<file path="config.mk">
export PLATFORM = sky130hd
export DESIGN_NAME = ies_regs
export DESIGN_NICKNAME = d
export VERILOG_FILES = /design/src/pkg/ies_pkg.sv /design/src/pkg/ies_err_if.sv /design/src/hdl/ies_err_acc.sv /design/src/hdl/ies_regs.sv
export SDC_FILE = /design/constraint.sdc
export NUM_CORES = 1
export LEC_CHECK = 0
export BUFFER_PORTS_ARGS = -buffer_cell sky130_fd_sc_hd__buf_4
export CAP_MARGIN = 20
export CORE_AREA = 8 8 87 89
export DETAILED_ROUTE_END_ITERATION = 8
export DIE_AREA = 0 0 95 97
export HOLD_SLACK_MARGIN = 0.03
export MAX_ROUTING_LAYER = met4
export PLACE_DENSITY = 0.78
export SLEW_MARGIN = 10
export SYNTH_ARGS = -nofsm -noshare
export SYNTH_HDL_FRONTEND = slang
export SYNTH_SLANG_ARGS = --single-unit
</file>
<file path="constraint.sdc">
create_clock -name i_clk -period 2.9 [get_ports i_clk]
set_clock_uncertainty 0.15 [all_clocks]
set_input_delay 0 -clock i_clk [delete_from_list [all_inputs] [get_ports i_clk]]
set_output_delay 0 -clock i_clk [all_outputs]
set_load 0.05 [all_outputs]
</file>
<file path="src/pkg/ies_pkg.sv">
package ies_pkg;

   // widths and sources
   localparam int ERR_W = 4;
   localparam int RSP_W = 8;
   localparam int ERR_SRC = 2;

   // error codes held in the highest error register
   localparam logic [ERR_W-1:0] ERR_NONE = 4'h0;
   localparam logic [ERR_W-1:0] ERR_NOT_NOW = 4'h1;
   localparam logic [ERR_W-1:0] ERR_CONFIG = 4'h2;
   localparam logic [ERR_W-1:0] ERR_RANGE = 4'h3;
   localparam logic [ERR_W-1:0] ERR_SYNTAX = 4'h4;
   localparam logic [ERR_W-1:0] ERR_MISSING = 4'h5;
   localparam logic [ERR_W-1:0] ERR_EXTRA = 4'h6;
   localparam logic [ERR_W-1:0] ERR_BAD_CMD = 4'h7;
   localparam logic [ERR_W-1:0] ERR_TOO_LONG = 4'h8;
   localparam logic [ERR_W-1:0] ERR_RSP_UNREAD = 4'h9;
   localparam logic [ERR_W-1:0] ERR_RX_OVR = 4'ha;
   localparam logic [ERR_W-1:0] ERR_MAX = 4'ha;

   // event status byte positions, non-gpib format
   localparam int ESR_B_CMD_ERR = 0;
   localparam int ESR_B_TX_OVR = 1;
   // event status byte positions, gpib format
   localparam int ESR_B_OPC = 0;
   localparam int ESR_B_QUERY = 3;
   localparam int ESR_B_EXEC = 4;
   localparam int ESR_B_CMD = 5;
   localparam int ESR_B_PON = 7;

   // legacy error flag positions
   localparam int LEG_B_OK = 0;
   localparam int LEG_B_COUNT = 1;
   localparam int LEG_B_FIELD = 2;
   localparam int LEG_B_CONFIG = 3;
   localparam int LEG_B_TX_OVR = 4;
   localparam int LEG_B_RX_OVR = 5;
   localparam int LEG_B_UNKNOWN = 6;
   localparam logic [RSP_W-1:0] LEG_M_STICKY = 8'h7e;

   // status byte positions
   localparam int STB_B_MC = 0;
   localparam int STB_B_RSP = 4;
   localparam int STB_B_ESR = 5;
   localparam int STB_B_MSS = 6;

   // reset values
   localparam logic [RSP_W-1:0] ESR_RST = 8'h80;
   localparam logic [RSP_W-1:0] LEG_RST = 8'h00;
   localparam logic [RSP_W-1:0] ESE_RST = 8'h00;
   localparam logic [RSP_W-1:0] SRE_RST = 8'h00;
   localparam logic [RSP_W-1:0] MCE_RST = 8'h00;

   // fixed answers
   localparam logic [RSP_W-1:0] GPIB_LEG_ANSWER = 8'h01;
   localparam logic [RSP_W-1:0] TST_ANSWER = 8'h00;

   // commands handed over by the parser
   typedef enum logic [3:0] {
      CMD_CLEAR,
      CMD_ERR_Q,
      CMD_ESR_Q,
      CMD_LEG_Q,
      CMD_WAIT,
      CMD_ESE_SET,
      CMD_ESE_Q,
      CMD_OPC_SET,
      CMD_SRE_SET,
      CMD_SRE_Q,
      CMD_STB_Q,
      CMD_TST_Q,
      CMD_MCE_SET,
      CMD_MCE_Q
   } ies_cmd_t;

endpackage : ies_pkg

</file>
<file path="src/pkg/ies_err_if.sv">
`timescale 1ns/1ns
interface ies_err_if;
   logic [ies_pkg::ERR_SRC-1:0] ev_valid;
   logic [ies_pkg::ERR_W-1:0] ev_code [ies_pkg::ERR_SRC];
   logic clr;
   logic [ies_pkg::ERR_W-1:0] code;

   modport ctl (output ev_valid, output ev_code, output clr, input code);
   modport acc (input ev_valid, input ev_code, input clr, output code);
endinterface : ies_err_if

</file>
<file path="src/hdl/ies_err_acc.sv">
`timescale 1ns/1ns
module ies_err_acc (
   input logic i_clk, // system clock
   input logic i_rst_n, // async reset, active low
   ies_err_if.acc bus // events, clear and held code
);

   logic [ies_pkg::ERR_W-1:0] code;
   logic [ies_pkg::ERR_W-1:0] next_code;

   // keep the highest code, an event in the clearing cycle survives
   always_comb begin
      next_code = bus.clr ? ies_pkg::ERR_NONE : code;
      for (int i = 0; i < ies_pkg::ERR_SRC; i++) begin
         if (bus.ev_valid[i] && bus.ev_code[i] > next_code && bus.ev_code[i] <= ies_pkg::ERR_MAX) begin
            next_code = bus.ev_code[i];
         end
      end
   end

   // code register
   always_ff @(posedge i_clk or negedge i_rst_n) begin
      if (!i_rst_n) begin
         code <= ies_pkg::ERR_NONE;
      end else begin
         code <= next_code;
      end
   end

   assign bus.code = code;

endmodule : ies_err_acc

</file>
<file path="src/hdl/ies_regs.sv">
`timescale 1ns/1ns
module ies_regs #(
   parameter int MC_W = 8 // measurement condition width
) (
   input logic i_clk, // system clock, 10 MHz
   input logic i_rst_n, // async reset, active low
   input logic i_cmd_valid, // command strobe, one cycle
   input ies_pkg::ies_cmd_t i_cmd, // decoded command
   input logic [ies_pkg::RSP_W-1:0] i_cmd_arg, // numeric field of set commands
   input logic i_cmd_gpib, // command came through gpib
   input logic i_tx_busy, // previous response still sending
   input logic i_err_valid, // parser error strobe
   input logic [ies_pkg::ERR_W-1:0] i_err_code, // parser error code
   input logic i_err_gpib, // parser error came through gpib
   input logic i_link_drop, // link disconnected or socket closed
   input logic i_gpib_en, // gpib interface enabled level
   input logic [MC_W-1:0] i_mcr, // measurement condition bits
   input logic i_rsp_ready, // a response waits to be read
   output logic o_rsp_valid, // answer strobe, one cycle
   output logic [ies_pkg::RSP_W-1:0] o_rsp_data, // answer value
   output logic o_err_indicate, // on-screen error indication
   output logic [ies_pkg::RSP_W-1:0] o_stb, // live status byte
   output logic o_srq, // gpib service request
   output logic o_tx_flush, // discard pending tx data, one cycle
   output logic o_go_local // return to local state, one cycle
);

   if (MC_W < 1 || MC_W > ies_pkg::RSP_W) begin : g_bad_mc_w
      $error("MC_W must lie between 1 and 8");
   end

   // event status bits raised by one error event
   function automatic logic [ies_pkg::RSP_W-1:0] esr_bits(
      input logic [ies_pkg::ERR_W-1:0] code,
      input logic gpib
   );
      logic [ies_pkg::RSP_W-1:0] m;
      m = 8'h00;
      if (!gpib) begin
         if (code == ies_pkg::ERR_RSP_UNREAD) begin
            m[ies_pkg::ESR_B_TX_OVR] = 1'b1;
         end else begin
            m[ies_pkg::ESR_B_CMD_ERR] = 1'b1;
         end
      end else begin
         unique case (code)
            ies_pkg::ERR_TOO_LONG, ies_pkg::ERR_RSP_UNREAD: m[ies_pkg::ESR_B_QUERY] = 1'b1;
            ies_pkg::ERR_NOT_NOW, ies_pkg::ERR_CONFIG,
            ies_pkg::ERR_RANGE, ies_pkg::ERR_RX_OVR: m[ies_pkg::ESR_B_EXEC] = 1'b1;
            ies_pkg::ERR_SYNTAX, ies_pkg::ERR_MISSING,
            ies_pkg::ERR_EXTRA, ies_pkg::ERR_BAD_CMD: m[ies_pkg::ESR_B_CMD] = 1'b1;
            default: m = 8'h00;
         endcase
      end
      return m;
   endfunction : esr_bits

   // legacy flag bits raised by one error event, b0 stored as error seen
   function automatic logic [ies_pkg::RSP_W-1:0] leg_bits(
      input logic [ies_pkg::ERR_W-1:0] code
   );
      logic [ies_pkg::RSP_W-1:0] m;
      m = 8'h00;
      unique case (code)
         ies_pkg::ERR_MISSING, ies_pkg::ERR_EXTRA: m[ies_pkg::LEG_B_COUNT] = 1'b1;
         ies_pkg::ERR_RANGE, ies_pkg::ERR_SYNTAX: m[ies_pkg::LEG_B_FIELD] = 1'b1;
         ies_pkg::ERR_CONFIG: m[ies_pkg::LEG_B_CONFIG] = 1'b1;
         ies_pkg::ERR_RSP_UNREAD: m[ies_pkg::LEG_B_TX_OVR] = 1'b1;
         ies_pkg::ERR_RX_OVR: m[ies_pkg::LEG_B_RX_OVR] = 1'b1;
         ies_pkg::ERR_BAD_CMD: m[ies_pkg::LEG_B_UNKNOWN] = 1'b1;
         default: m = 8'h00;
      endcase
      m[ies_pkg::LEG_B_OK] = 1'b1;
      return m;
   endfunction : leg_bits

   ies_err_if err_bus ();

   logic [ies_pkg::RSP_W-1:0] event_status_byte;
   logic [ies_pkg::RSP_W-1:0] leg;
   logic [ies_pkg::RSP_W-1:0] event_status_enable;
   logic [ies_pkg::RSP_W-1:0] service_request_enable;
   logic [MC_W-1:0] measurement_condition_enable;
   logic gpib_en_d;
   logic rsp_valid;
   logic [ies_pkg::RSP_W-1:0] rsp_data;
   logic tx_flush;
   logic go_local;

   // command decode
   wire is_clear = i_cmd == ies_pkg::CMD_CLEAR;
   wire is_err_q = i_cmd == ies_pkg::CMD_ERR_Q;
   wire is_esr_q = i_cmd == ies_pkg::CMD_ESR_Q;
   wire is_leg_q = i_cmd == ies_pkg::CMD_LEG_Q;
   wire is_ese_set = i_cmd == ies_pkg::CMD_ESE_SET;
   wire is_ese_q = i_cmd == ies_pkg::CMD_ESE_Q;
   wire is_opc_set = i_cmd == ies_pkg::CMD_OPC_SET;
   wire is_sre_set = i_cmd == ies_pkg::CMD_SRE_SET;
   wire is_sre_q = i_cmd == ies_pkg::CMD_SRE_Q;
   wire is_stb_q = i_cmd == ies_pkg::CMD_STB_Q;
   wire is_tst_q = i_cmd == ies_pkg::CMD_TST_Q;
   wire is_mce_set = i_cmd == ies_pkg::CMD_MCE_SET;
   wire is_mce_q = i_cmd == ies_pkg::CMD_MCE_Q;
   wire is_wait = i_cmd == ies_pkg::CMD_WAIT;

   // command classes
   wire is_query = is_err_q | is_esr_q | is_leg_q | is_ese_q | is_sre_q | is_stb_q | is_tst_q | is_mce_q;
   wire gpib_only = is_wait | is_ese_set | is_ese_q | is_opc_set | is_sre_set | is_sre_q
      | is_stb_q | is_tst_q | is_mce_set | is_mce_q;

   // refusal and overrun checks
   wire cmd_refused = i_cmd_valid & gpib_only & ~i_cmd_gpib;
   wire tx_overrun = i_cmd_valid & is_query & i_tx_busy & ~cmd_refused;
   wire cmd_ok = i_cmd_valid & ~cmd_refused & ~tx_overrun;
   wire do_clear = cmd_ok & is_clear;
   wire int_err_valid = cmd_refused | tx_overrun;
   wire [ies_pkg::ERR_W-1:0] int_err_code = cmd_refused ? ies_pkg::ERR_BAD_CMD : ies_pkg::ERR_RSP_UNREAD;

   // feed both error sources into the highest-code register
   assign err_bus.ev_valid = {int_err_valid, i_err_valid};
   assign err_bus.ev_code[0] = i_err_code;
   assign err_bus.ev_code[1] = int_err_code;
   assign err_bus.clr = (cmd_ok & is_err_q) | i_link_drop | do_clear;

   ies_err_acc u_err_acc (
      .i_clk(i_clk),
      .i_rst_n(i_rst_n),
      .bus(err_bus)
   );

   // event status sets from errors, opc and gpib power-up edge
   wire ext_in_range = i_err_valid & (i_err_code != ies_pkg::ERR_NONE) & (i_err_code <= ies_pkg::ERR_MAX);
   wire [ies_pkg::RSP_W-1:0] ext_esr = ext_in_range ? esr_bits(i_err_code, i_err_gpib) : 8'h00;
   wire [ies_pkg::RSP_W-1:0] int_esr = int_err_valid ? esr_bits(int_err_code, i_cmd_gpib) : 8'h00;
   wire [ies_pkg::RSP_W-1:0] opc_esr = (cmd_ok & is_opc_set) ? (8'h01 << ies_pkg::ESR_B_OPC) : 8'h00;
   wire gpib_rise = i_gpib_en & ~gpib_en_d;
   wire [ies_pkg::RSP_W-1:0] pon_esr = gpib_rise ? (8'h01 << ies_pkg::ESR_B_PON) : 8'h00;
   wire [ies_pkg::RSP_W-1:0] esr_set = ext_esr | int_esr | opc_esr | pon_esr;
   wire clr_esr = (cmd_ok & is_esr_q) | do_clear;
   wire [ies_pkg::RSP_W-1:0] next_esr = (clr_esr ? 8'h00 : event_status_byte) | esr_set;

   // legacy flags, recorded for non-gpib events only
   wire [ies_pkg::RSP_W-1:0] ext_leg = (ext_in_range & ~i_err_gpib) ? leg_bits(i_err_code) : 8'h00;
   wire [ies_pkg::RSP_W-1:0] int_leg = (int_err_valid & ~i_cmd_gpib) ? leg_bits(int_err_code) : 8'h00;
   wire clr_leg = (cmd_ok & is_leg_q) | do_clear;
   wire [ies_pkg::RSP_W-1:0] next_leg = (clr_leg ? 8'h00 : leg) | ext_leg | int_leg;

   // legacy read value: stored b0 marks an error seen, so it reads inverted
   wire leg_clean = ~leg[ies_pkg::LEG_B_OK];
   wire [ies_pkg::RSP_W-1:0] leg_read = (leg & ies_pkg::LEG_M_STICKY)
      | (leg_clean ? (8'h01 << ies_pkg::LEG_B_OK) : 8'h00);

   // enable registers written by set commands, wiped by clear
   wire [ies_pkg::RSP_W-1:0] next_ese = do_clear ? ies_pkg::ESE_RST
      : (cmd_ok & is_ese_set) ? i_cmd_arg : event_status_enable;
   wire [ies_pkg::RSP_W-1:0] next_sre = do_clear ? ies_pkg::SRE_RST
      : (cmd_ok & is_sre_set) ? i_cmd_arg : service_request_enable;
   wire [MC_W-1:0] next_mce = do_clear ? ies_pkg::MCE_RST[MC_W-1:0]
      : (cmd_ok & is_mce_set) ? i_cmd_arg[MC_W-1:0] : measurement_condition_enable;

   // status byte summary chain
   wire mc_hit = |(i_mcr & measurement_condition_enable);
   wire esr_hit = |(event_status_byte & event_status_enable);
   wire [ies_pkg::RSP_W-1:0] stb_req = (mc_hit ? (8'h01 << ies_pkg::STB_B_MC) : 8'h00)
      | (i_rsp_ready ? (8'h01 << ies_pkg::STB_B_RSP) : 8'h00)
      | (esr_hit ? (8'h01 << ies_pkg::STB_B_ESR) : 8'h00);
   wire mss = |(stb_req & service_request_enable);
   wire [ies_pkg::RSP_W-1:0] stb = stb_req | (mss ? (8'h01 << ies_pkg::STB_B_MSS) : 8'h00);

   // answer selection for queries
   wire [ies_pkg::RSP_W-1:0] mce_wide = {{(ies_pkg::RSP_W - MC_W){1'b0}}, measurement_condition_enable};
   wire [ies_pkg::RSP_W-1:0] leg_answer = i_cmd_gpib ? ies_pkg::GPIB_LEG_ANSWER : leg_read;
   wire [ies_pkg::RSP_W-1:0] next_rsp_data = is_err_q ? {4'h0, err_bus.code}
      : is_esr_q ? event_status_byte
      : is_leg_q ? leg_answer
      : is_ese_q ? event_status_enable
      : is_sre_q ? service_request_enable
      : is_stb_q ? stb
      : is_mce_q ? mce_wide
      : ies_pkg::TST_ANSWER;
   wire rsp_fire = cmd_ok & is_query;

   // status register updates
   always_ff @(posedge i_clk or negedge i_rst_n) begin
      if (!i_rst_n) begin
         event_status_byte <= ies_pkg::ESR_RST;
         leg <= ies_pkg::LEG_RST;
      end else begin
         event_status_byte <= next_esr;
         leg <= next_leg;
      end
   end

   // enable register updates
   always_ff @(posedge i_clk or negedge i_rst_n) begin
      if (!i_rst_n) begin
         event_status_enable <= ies_pkg::ESE_RST;
         service_request_enable <= ies_pkg::SRE_RST;
         measurement_condition_enable <= ies_pkg::MCE_RST[MC_W-1:0];
      end else begin
         event_status_enable <= next_ese;
         service_request_enable <= next_sre;
         measurement_condition_enable <= next_mce;
      end
   end

   // gpib enable history for the power-on edge
   always_ff @(posedge i_clk or negedge i_rst_n) begin
      if (!i_rst_n) begin
         gpib_en_d <= 1'b0;
      end else begin
         gpib_en_d <= i_gpib_en;
      end
   end

   // answer register, data held until the next answer
   always_ff @(posedge i_clk or negedge i_rst_n) begin
      if (!i_rst_n) begin
         rsp_valid <= 1'b0;
         rsp_data <= 8'h00;
      end else begin
         rsp_valid <= rsp_fire;
         if (rsp_fire) begin
            rsp_data <= next_rsp_data;
         end
      end
   end

   // clear side effects towards transmit path and panel
   always_ff @(posedge i_clk or negedge i_rst_n) begin
      if (!i_rst_n) begin
         tx_flush <= 1'b0;
         go_local <= 1'b0;
      end else begin
         tx_flush <= do_clear;
         go_local <= do_clear;
      end
   end

   // outputs
   assign o_rsp_valid = rsp_valid;
   assign o_rsp_data = rsp_data;
   assign o_err_indicate = err_bus.code != ies_pkg::ERR_NONE;
   assign o_stb = stb;
   assign o_srq = mss;
   assign o_tx_flush = tx_flush;
   assign o_go_local = go_local;

endmodule : ies_regs

</file>
Word level (Yosys, flattened, before mapping)
Index checks and enable logic that the tools add are counted.
{"block": "totals", "inputBits": 34, "regBits": 55, "wordCells": 185, "out_inout_bits": 21}
{"block": "classes", "bitwise": 60, "n_lt_le_gt_ge": 4, "reduce_logical": 23, "eq_ne": 33, "mux": 55}
{"op": "$mux 8", "n": 18}
{"op": "$eq 4x3->1 const B", "n": 12}
{"op": "$eq 4x4->1 const B", "n": 12}
{"op": "$mux 7", "n": 4}
{"op": "$eq 4x2->1 const B", "n": 6}
{"op": "$mux 4", "n": 6}
{"op": "$or 8x8->8", "n": 3}
{"op": "$reduce_or 8->1", "n": 3}
{"op": "$mux 1", "n": 23}
{"op": "$and 1x1->1", "n": 21}
{"op": "$or 1x1->1", "n": 21}
{"op": "$and 8x8->8", "n": 2}
{"op": "$or 8x7->8", "n": 2}
{"op": "$reduce_or 4->1", "n": 4}
{"op": "$eq 4x1->1 const B", "n": 3}
{"op": "$reduce_or 2->1", "n": 6}
{"op": "$and 6x8->8", "n": 1}
{"op": "$gt 4x4->1", "n": 2}
{"op": "$le 4x4->1 const B", "n": 2}
{"op": "$or 8x1->8", "n": 1}
{"op": "$reduce_bool 4->1", "n": 2}
{"op": "$or 6x7->7", "n": 1}
{"op": "$or 7x1->7", "n": 1}
{"op": "$mux 6", "n": 1}
{"op": "other kinds (8)", "n": 18}

Depth between registers and ports, before layout
{"block": "depth", "ltp_word": 28, "depth_mapped": 17}

Modules after synthesis
From an unflattened synthesis, not the netlist that was laid out.
{"block": "hier_totals", "cells_unflattened": 334, "area_unflattened_um2": 3206.8}
{"mod": "ies_regs", "area_each_um2": 2743.9, "n_inst": 1, "cells_each": 288}
{"mod": "ies_err_acc", "area_each_um2": 462.9, "n_inst": 1, "cells_each": 46}

Least setup slack after synthesis
Ideal clock, no wire load.
{"block": "synth_timing", "path_type": "input port to flip-flop", "from": "input i_cmd[1]", "to": "register u_err_acc.code (netlist bit u_err_acc.bus.code[1])", "t_required_ns": 2.622, "setup_slack_ns": -0.208, "arrival_time_ns": 2.830, "path_stages": 17, "path_cell_list": "buf_2 > nor2b_1 > a31oi_1 > nand2_1 > ha_1 > nor2b_1 > o211a_1 > o2111a_2 > nor2_1 > a21oi_1 > ha_1 > nor2b_1 > o21ai_0 > inv_1 > o22ai_1 > o21bai_4 > mux2_1"}
{"block": "synth_between", "elab_chain_len": 28}
{"element": "start: declaration", "line_no": "ies_regs.sv:8", "rtl": "input ies_pkg::ies_cmd_t i_cmd,"}
{"element": "$eq 4x3->1 (on tied branches)", "line_no": "ies_regs.sv:104, ies_regs.sv:95"}
{"element": "$or 1x1->1 (5 in series)", "line_no": "ies_regs.sv:108", "rtl": "wire gpib_only = is_wait | is_ese_set | is_ese_q | is_opc_set | is_sre_set | is_sre_q"}
{"element": "$or 1x1->1 (4 in series)", "line_no": "ies_regs.sv:109", "rtl": "| is_stb_q | is_tst_q | is_mce_set | is_mce_q;"}
{"element": "$and 1x1->1 (2 in series)", "line_no": "ies_regs.sv:112", "rtl": "wire cmd_refused = i_cmd_valid & gpib_only & ~i_cmd_gpib;"}
{"element": "$not 1->1", "line_no": "ies_regs.sv:113, ies_regs.sv:114"}
{"element": "$and 1x1->1", "line_no": "ies_regs.sv:113", "rtl": "wire tx_overrun = i_cmd_valid & is_query & i_tx_busy & ~cmd_refused;"}
{"element": "$not 1->1", "line_no": "ies_regs.sv:114", "rtl": "wire cmd_ok = i_cmd_valid & ~cmd_refused & ~tx_overrun;"}
{"element": "$and 1x1->1", "line_no": "ies_regs.sv:114"}
{"element": "(+3 left out)"}
{"element": "$mux 4", "line_no": "ies_err_acc.sv:13", "rtl": "next_code = bus.clr ? ies_pkg::ERR_NONE : code;"}
{"element": "$gt 4x4->1", "line_no": "ies_err_acc.sv:15", "rtl": "if (bus.ev_valid[i] && bus.ev_code[i] > next_code && bus.ev_code[i] <= ies_pkg::ERR_MAX) begin"}
{"element": "$logic_and 1x1->1 (2 in series)", "line_no": "ies_err_acc.sv:15"}
{"element": "$mux 4", "line_no": "ies_err_acc.sv:15"}
{"element": "$gt 4x4->1", "line_no": "ies_err_acc.sv:15"}
{"element": "$logic_and 1x1->1 (2 in series)", "line_no": "ies_err_acc.sv:15"}
{"element": "$mux 4 (*)", "line_no": "ies_err_acc.sv:15"}
{"element": "via u_err_acc.next_code, one bit", "line_no": "ies_err_acc.sv:9", "rtl": "logic [ies_pkg::ERR_W-1:0] next_code;"}
{"element": "end signal: assignment", "line_no": "ies_err_acc.sv:24", "rtl": "code <= ies_pkg::ERR_NONE;"}
{"element": "end signal: assignment", "line_no": "ies_err_acc.sv:26", "rtl": "code <= next_code;"}
{"element": "end: declaration", "line_no": "ies_err_acc.sv:8", "rtl": "logic [ies_pkg::ERR_W-1:0] code;"}
Mark *: on every way through the listed nets, which the timed path passes. The rest lies on a longest branch.
A chain may end at the register's enable or synchronous reset.

Final worst setup path
{"block": "layout_timing", "from": "register u_err_acc.code (netlist bit u_err_acc.bus.code[1])", "to": "register u_err_acc.code (netlist bit u_err_acc.bus.code[1])"}
{"block": "layout_between", "elab_chain_len": 9}
{"element": "$mux 4 (*)", "line_no": "ies_err_acc.sv:13"}
{"element": "$gt 4x4->1", "line_no": "ies_err_acc.sv:15"}
{"element": "$logic_and 1x1->1 (2 in series)", "line_no": "ies_err_acc.sv:15"}
{"element": "$mux 4 (*)", "line_no": "ies_err_acc.sv:15"}
{"element": "$gt 4x4->1", "line_no": "ies_err_acc.sv:15"}
{"element": "$logic_and 1x1->1 (2 in series)", "line_no": "ies_err_acc.sv:15"}
{"element": "$mux 4 (*)", "line_no": "ies_err_acc.sv:15"}
{"element": "via u_err_acc.next_code, one bit", "line_no": "ies_err_acc.sv:9"}
Marks and branches as above.

==> impl_metrics.toml <==
[sta]
setup_ws_ns = -0.0601
drv_slew = 0
period_share_pct = 102
fin_crit_ns = 2.96
finalHoldViolCount = 0
slew_headroom_pct = 56.4
worstMarginPinSlew_ns = 0.654
rsz0062_at_grt = "yes"
setup_viol = 3
max_freq_mhz = 338

[placement]
dp_cells = 464
dpl-instance-area_mm2 = 0.00352
portBuffers = 50
dp_hpwl_um = 5990
gp_congestion = 0.901

[setup_path]
startpoint_type = "flop"
worstSetupPathType = "reg -> reg"
ff2ff_setup_slack_ns = -0.06
worst_ep_required_time_ns = 2.96
cp-end-kind = "flop"
path_max_fanout = 6
cp_data_arrival_time_ns = 3.02

[clock_tree]
cts_sinks = 52
htreeDepth = 2
cts_tree = "yes"
cts_made_buffers = 5
clk_pin_slew_ns = 0.09
clk_latency_ns = 0.32
clockBufferDepth = 2
clockRootBuffer = "clkbuf_8"

[pwr]
p_per_area_mw_per_mm2 = 561
ir_drop_v = 0.000476
p_leak_nw = 1.84

[yosys]
syn_area_mm2 = 0.00309
synth_cell_type_count = 60
synth_edf_count = 0
synth_ff_type = "dfrtp_1"
yosysSeqAreaShare_pct = 42.2
syn_area_per_cell_um2 = 8.79
ys.warnings.count = 0
async_reset_ff_share_pct = 100
synth.ff_latch_count = 52
synth_cells = 351

[route]
wirelength_um = 8320
viasPerCell = 5.65
vias = 2843
final_antenna_net_count = 0
drt-wirelength-per-cell_um = 16.5
drc = 0
drt-initial-drc-count = 264
drt_pass1_iterations = 5

[floorplan]
die-area_mm2 = 0.00922
dieHeight_um = 97
ioPinCount = 55
start_util_pct = 49.7
die_x_um = 95
core_mm2 = 0.00620
fp-row-count = 29

[hold_path]
min_path_type = "in -> reg"

[final_layout]
nets = 466
area_growth_pct = 27.5
finish.cell_count_without_fillers = 503
final_area_mm2 = 0.00393
drive_gt1_share_pct = 24.6
diodes = 0

[outcome]
status = "finished, violations left"
violations = "setup timing"

[global_route]
gr-total-overflow = 0
grt_pass1_vias = 2687
grt_antenna_before_repair = 0
grt_max_degree = 53
grt.total_usage_pct = 18.4
grt_pass1_wl_um = 13300

[job]
maxCapViolCount = 0
==> critical path, stage by stage (launching register included) <==
cell and delay, ns:
dfrtp_1 0.40, nand2_2 0.10, ha_4 0.20, nor2b_4 0.12, o211a_1 0.20, o2111a_2 0.30
buf_4 0.15, nor2_1 0.12, a21oi_2 0.06, ha_1 0.30, o21ai_1 0.09, inv_1 0.07
o22ai_2 0.12, o21bai_4 0.16, mux2_4 0.31
==> placed cells by master, fill, tap and decap left out, types with 3 or more instances in the layout <==
cell,synthesis,routed
buf_4,10,69
nand2_1,66,64
dfrtp_1,51,51
o21ai_1,27,29
dlygate4sd3_1,0,22
nor2_1,22,20
a21oi_1,16,14
a22oi_1,10,10
mux2i_1,10,10
o21ai_0,12,10
inv_1,9,9
nand2b_1,9,9
nand3_1,6,6
nor2b_1,8,6
a31oi_1,7,6
ha_1,7,6
clkbuf_8,0,5
nor2_2,2,4
mux2_2,4,4
conb_1,1,4
nand4_1,3,3
a22o_1,3,3
o22ai_1,4,3
==> synth_stat cells (3+ instances only) <==
cell      number  share of area [%]
a21oi_1       16                2.6
a22o_1         3               0.85
a22oi_1       10                2.4
a31oi_1        7                1.4
buf_2         10                1.6
buf_4         10                2.4
clkbuf_1       7               0.85
dfrtp_1       51                 41
ha_1           7                2.8
inv_1          9                1.1
mux2_1         3                1.1
mux2_2         4                1.5
mux2i_1       10                3.2
nand2_1       66                8.0
nand2b_1       9                1.8
nand3_1        6               0.97
nand4_1        3               0.61
nor2_1        22                2.7
nor2b_1        8                1.6
o21ai_0       12                1.9
o21ai_1       27                4.4
o22ai_1        4               0.81
==> final cells by class <==
cell class | count | area [um2]
Multi-Input combinational cell | 264 | 1660
Clock inverter | 2 | 16.3
Inverter | 11 | 43.8
Timing Repair Buffer | 91 | 738
Sequential cell | 52 | 1300
Clock buffer | 6 | 72.6
Fill cell | 502 | 2270
Tap cell | 77 | 96.3
==> registers in the layout, indices dropped and copies added, names as in the netlist <==
| signal | flops |
|---|---|
| leg | 7 |
| gpib_en_d | 1 |
| o_rsp_data | 8 |
| mce_wide | 8 |
| u_err_acc.bus.code | 4 |
| event_status_byte | 6 |
| o_go_local | 1 |
| service_request_enable | 8 |
| event_status_enable | 8 |
| o_rsp_valid | 1 |
==> path summary, 6_finish.rpt <==
check / startpoint / to / cells past startpoint
max in group asynchronous: i_rst_n / mce_wide[4]$_DFFE_PN0P_ / 2
min in group asynchronous: i_rst_n / u_err_acc.bus.code[2]$_DFF_PN0_ / 2
worst max register to register: u_err_acc.bus.code[1]$_DFF_PN0_ / u_err_acc.bus.code[1]$_DFF_PN0_ / 14
worst min register to register: gpib_en_d$_DFF_PN0_ / event_status_byte[7]$_DFF_PN1_ / 1
worst max-delay path: u_err_acc.bus.code[1]$_DFF_PN0_ / u_err_acc.bus.code[1]$_DFF_PN0_ / 14
worst min-delay path: i_cmd[1] / event_status_byte[0]$_DFF_PN0_ / 4
==> stage by stage <==
stage | hold WS (ns) | worst slack, ns | setup TNS, ns | utilization [%] | power, mW
final | 0.0475 | -0.0601 | -0.123 | 63.4 | 2.21
after global routing | 0.0742 | -0.176 | -0.513 | 63.4 | 2.32
after CTS | 0.0389 | -0.0627 | -0.109 | 62.6 | 2.19
after detailed placement | -0.0770 | -0.296 | -0.795 | 56.8 | 1.73
after global placement | -0.0806 | -0.146 | -0.339 | 56.8 | 1.71
after floorplan | -0.446 | 0.00488 | 0 | - | 1.50
==> cell families (layout without fill, tap and decap cells) <==
logic type,count (synthesis),after routing,share of synthesized area [%]
buffers and inverters,38,110,6.33
adder cells (fa/ha/maj),7,7,2.84
AND/OR/NAND/NOR,132,132,20.9
XOR/XNOR,1,1,0.284
other,1,4,0.122
multiplexers,17,17,5.80
flip-flops,52,52,42.2
AO/OA/AOI/OAI,103,103,21.5
==> metal layers <==
metal,global-route usage [%],vias to the layer above,part of all wire (%)
li1,-,1381,-
met1,24.8,1336,45
met2,27.8,116,47
met3,2.86,10,6.5
met4,5.29,0,1.5
met5,-,-,0
==> power by group <==
group,total (mW),switching [mW],internal (mW)
Sequential,0.962,0.102,0.860
Clock,0.419,0.246,0.172
Combinational,0.827,0.493,0.334
Total,2.21,0.841,1.37
==> what timing repair did <==
action,in CTS,in global routing
hold buffers,22,0
endpoints found under the setup margin,3,3
endpoints found under the hold margin,92,0
pin swaps,7,3
cloned,0,0
resized for setup,5,2
buffers inserted,3,6
No activity file was read; power rests on OpenSTA's default activity.
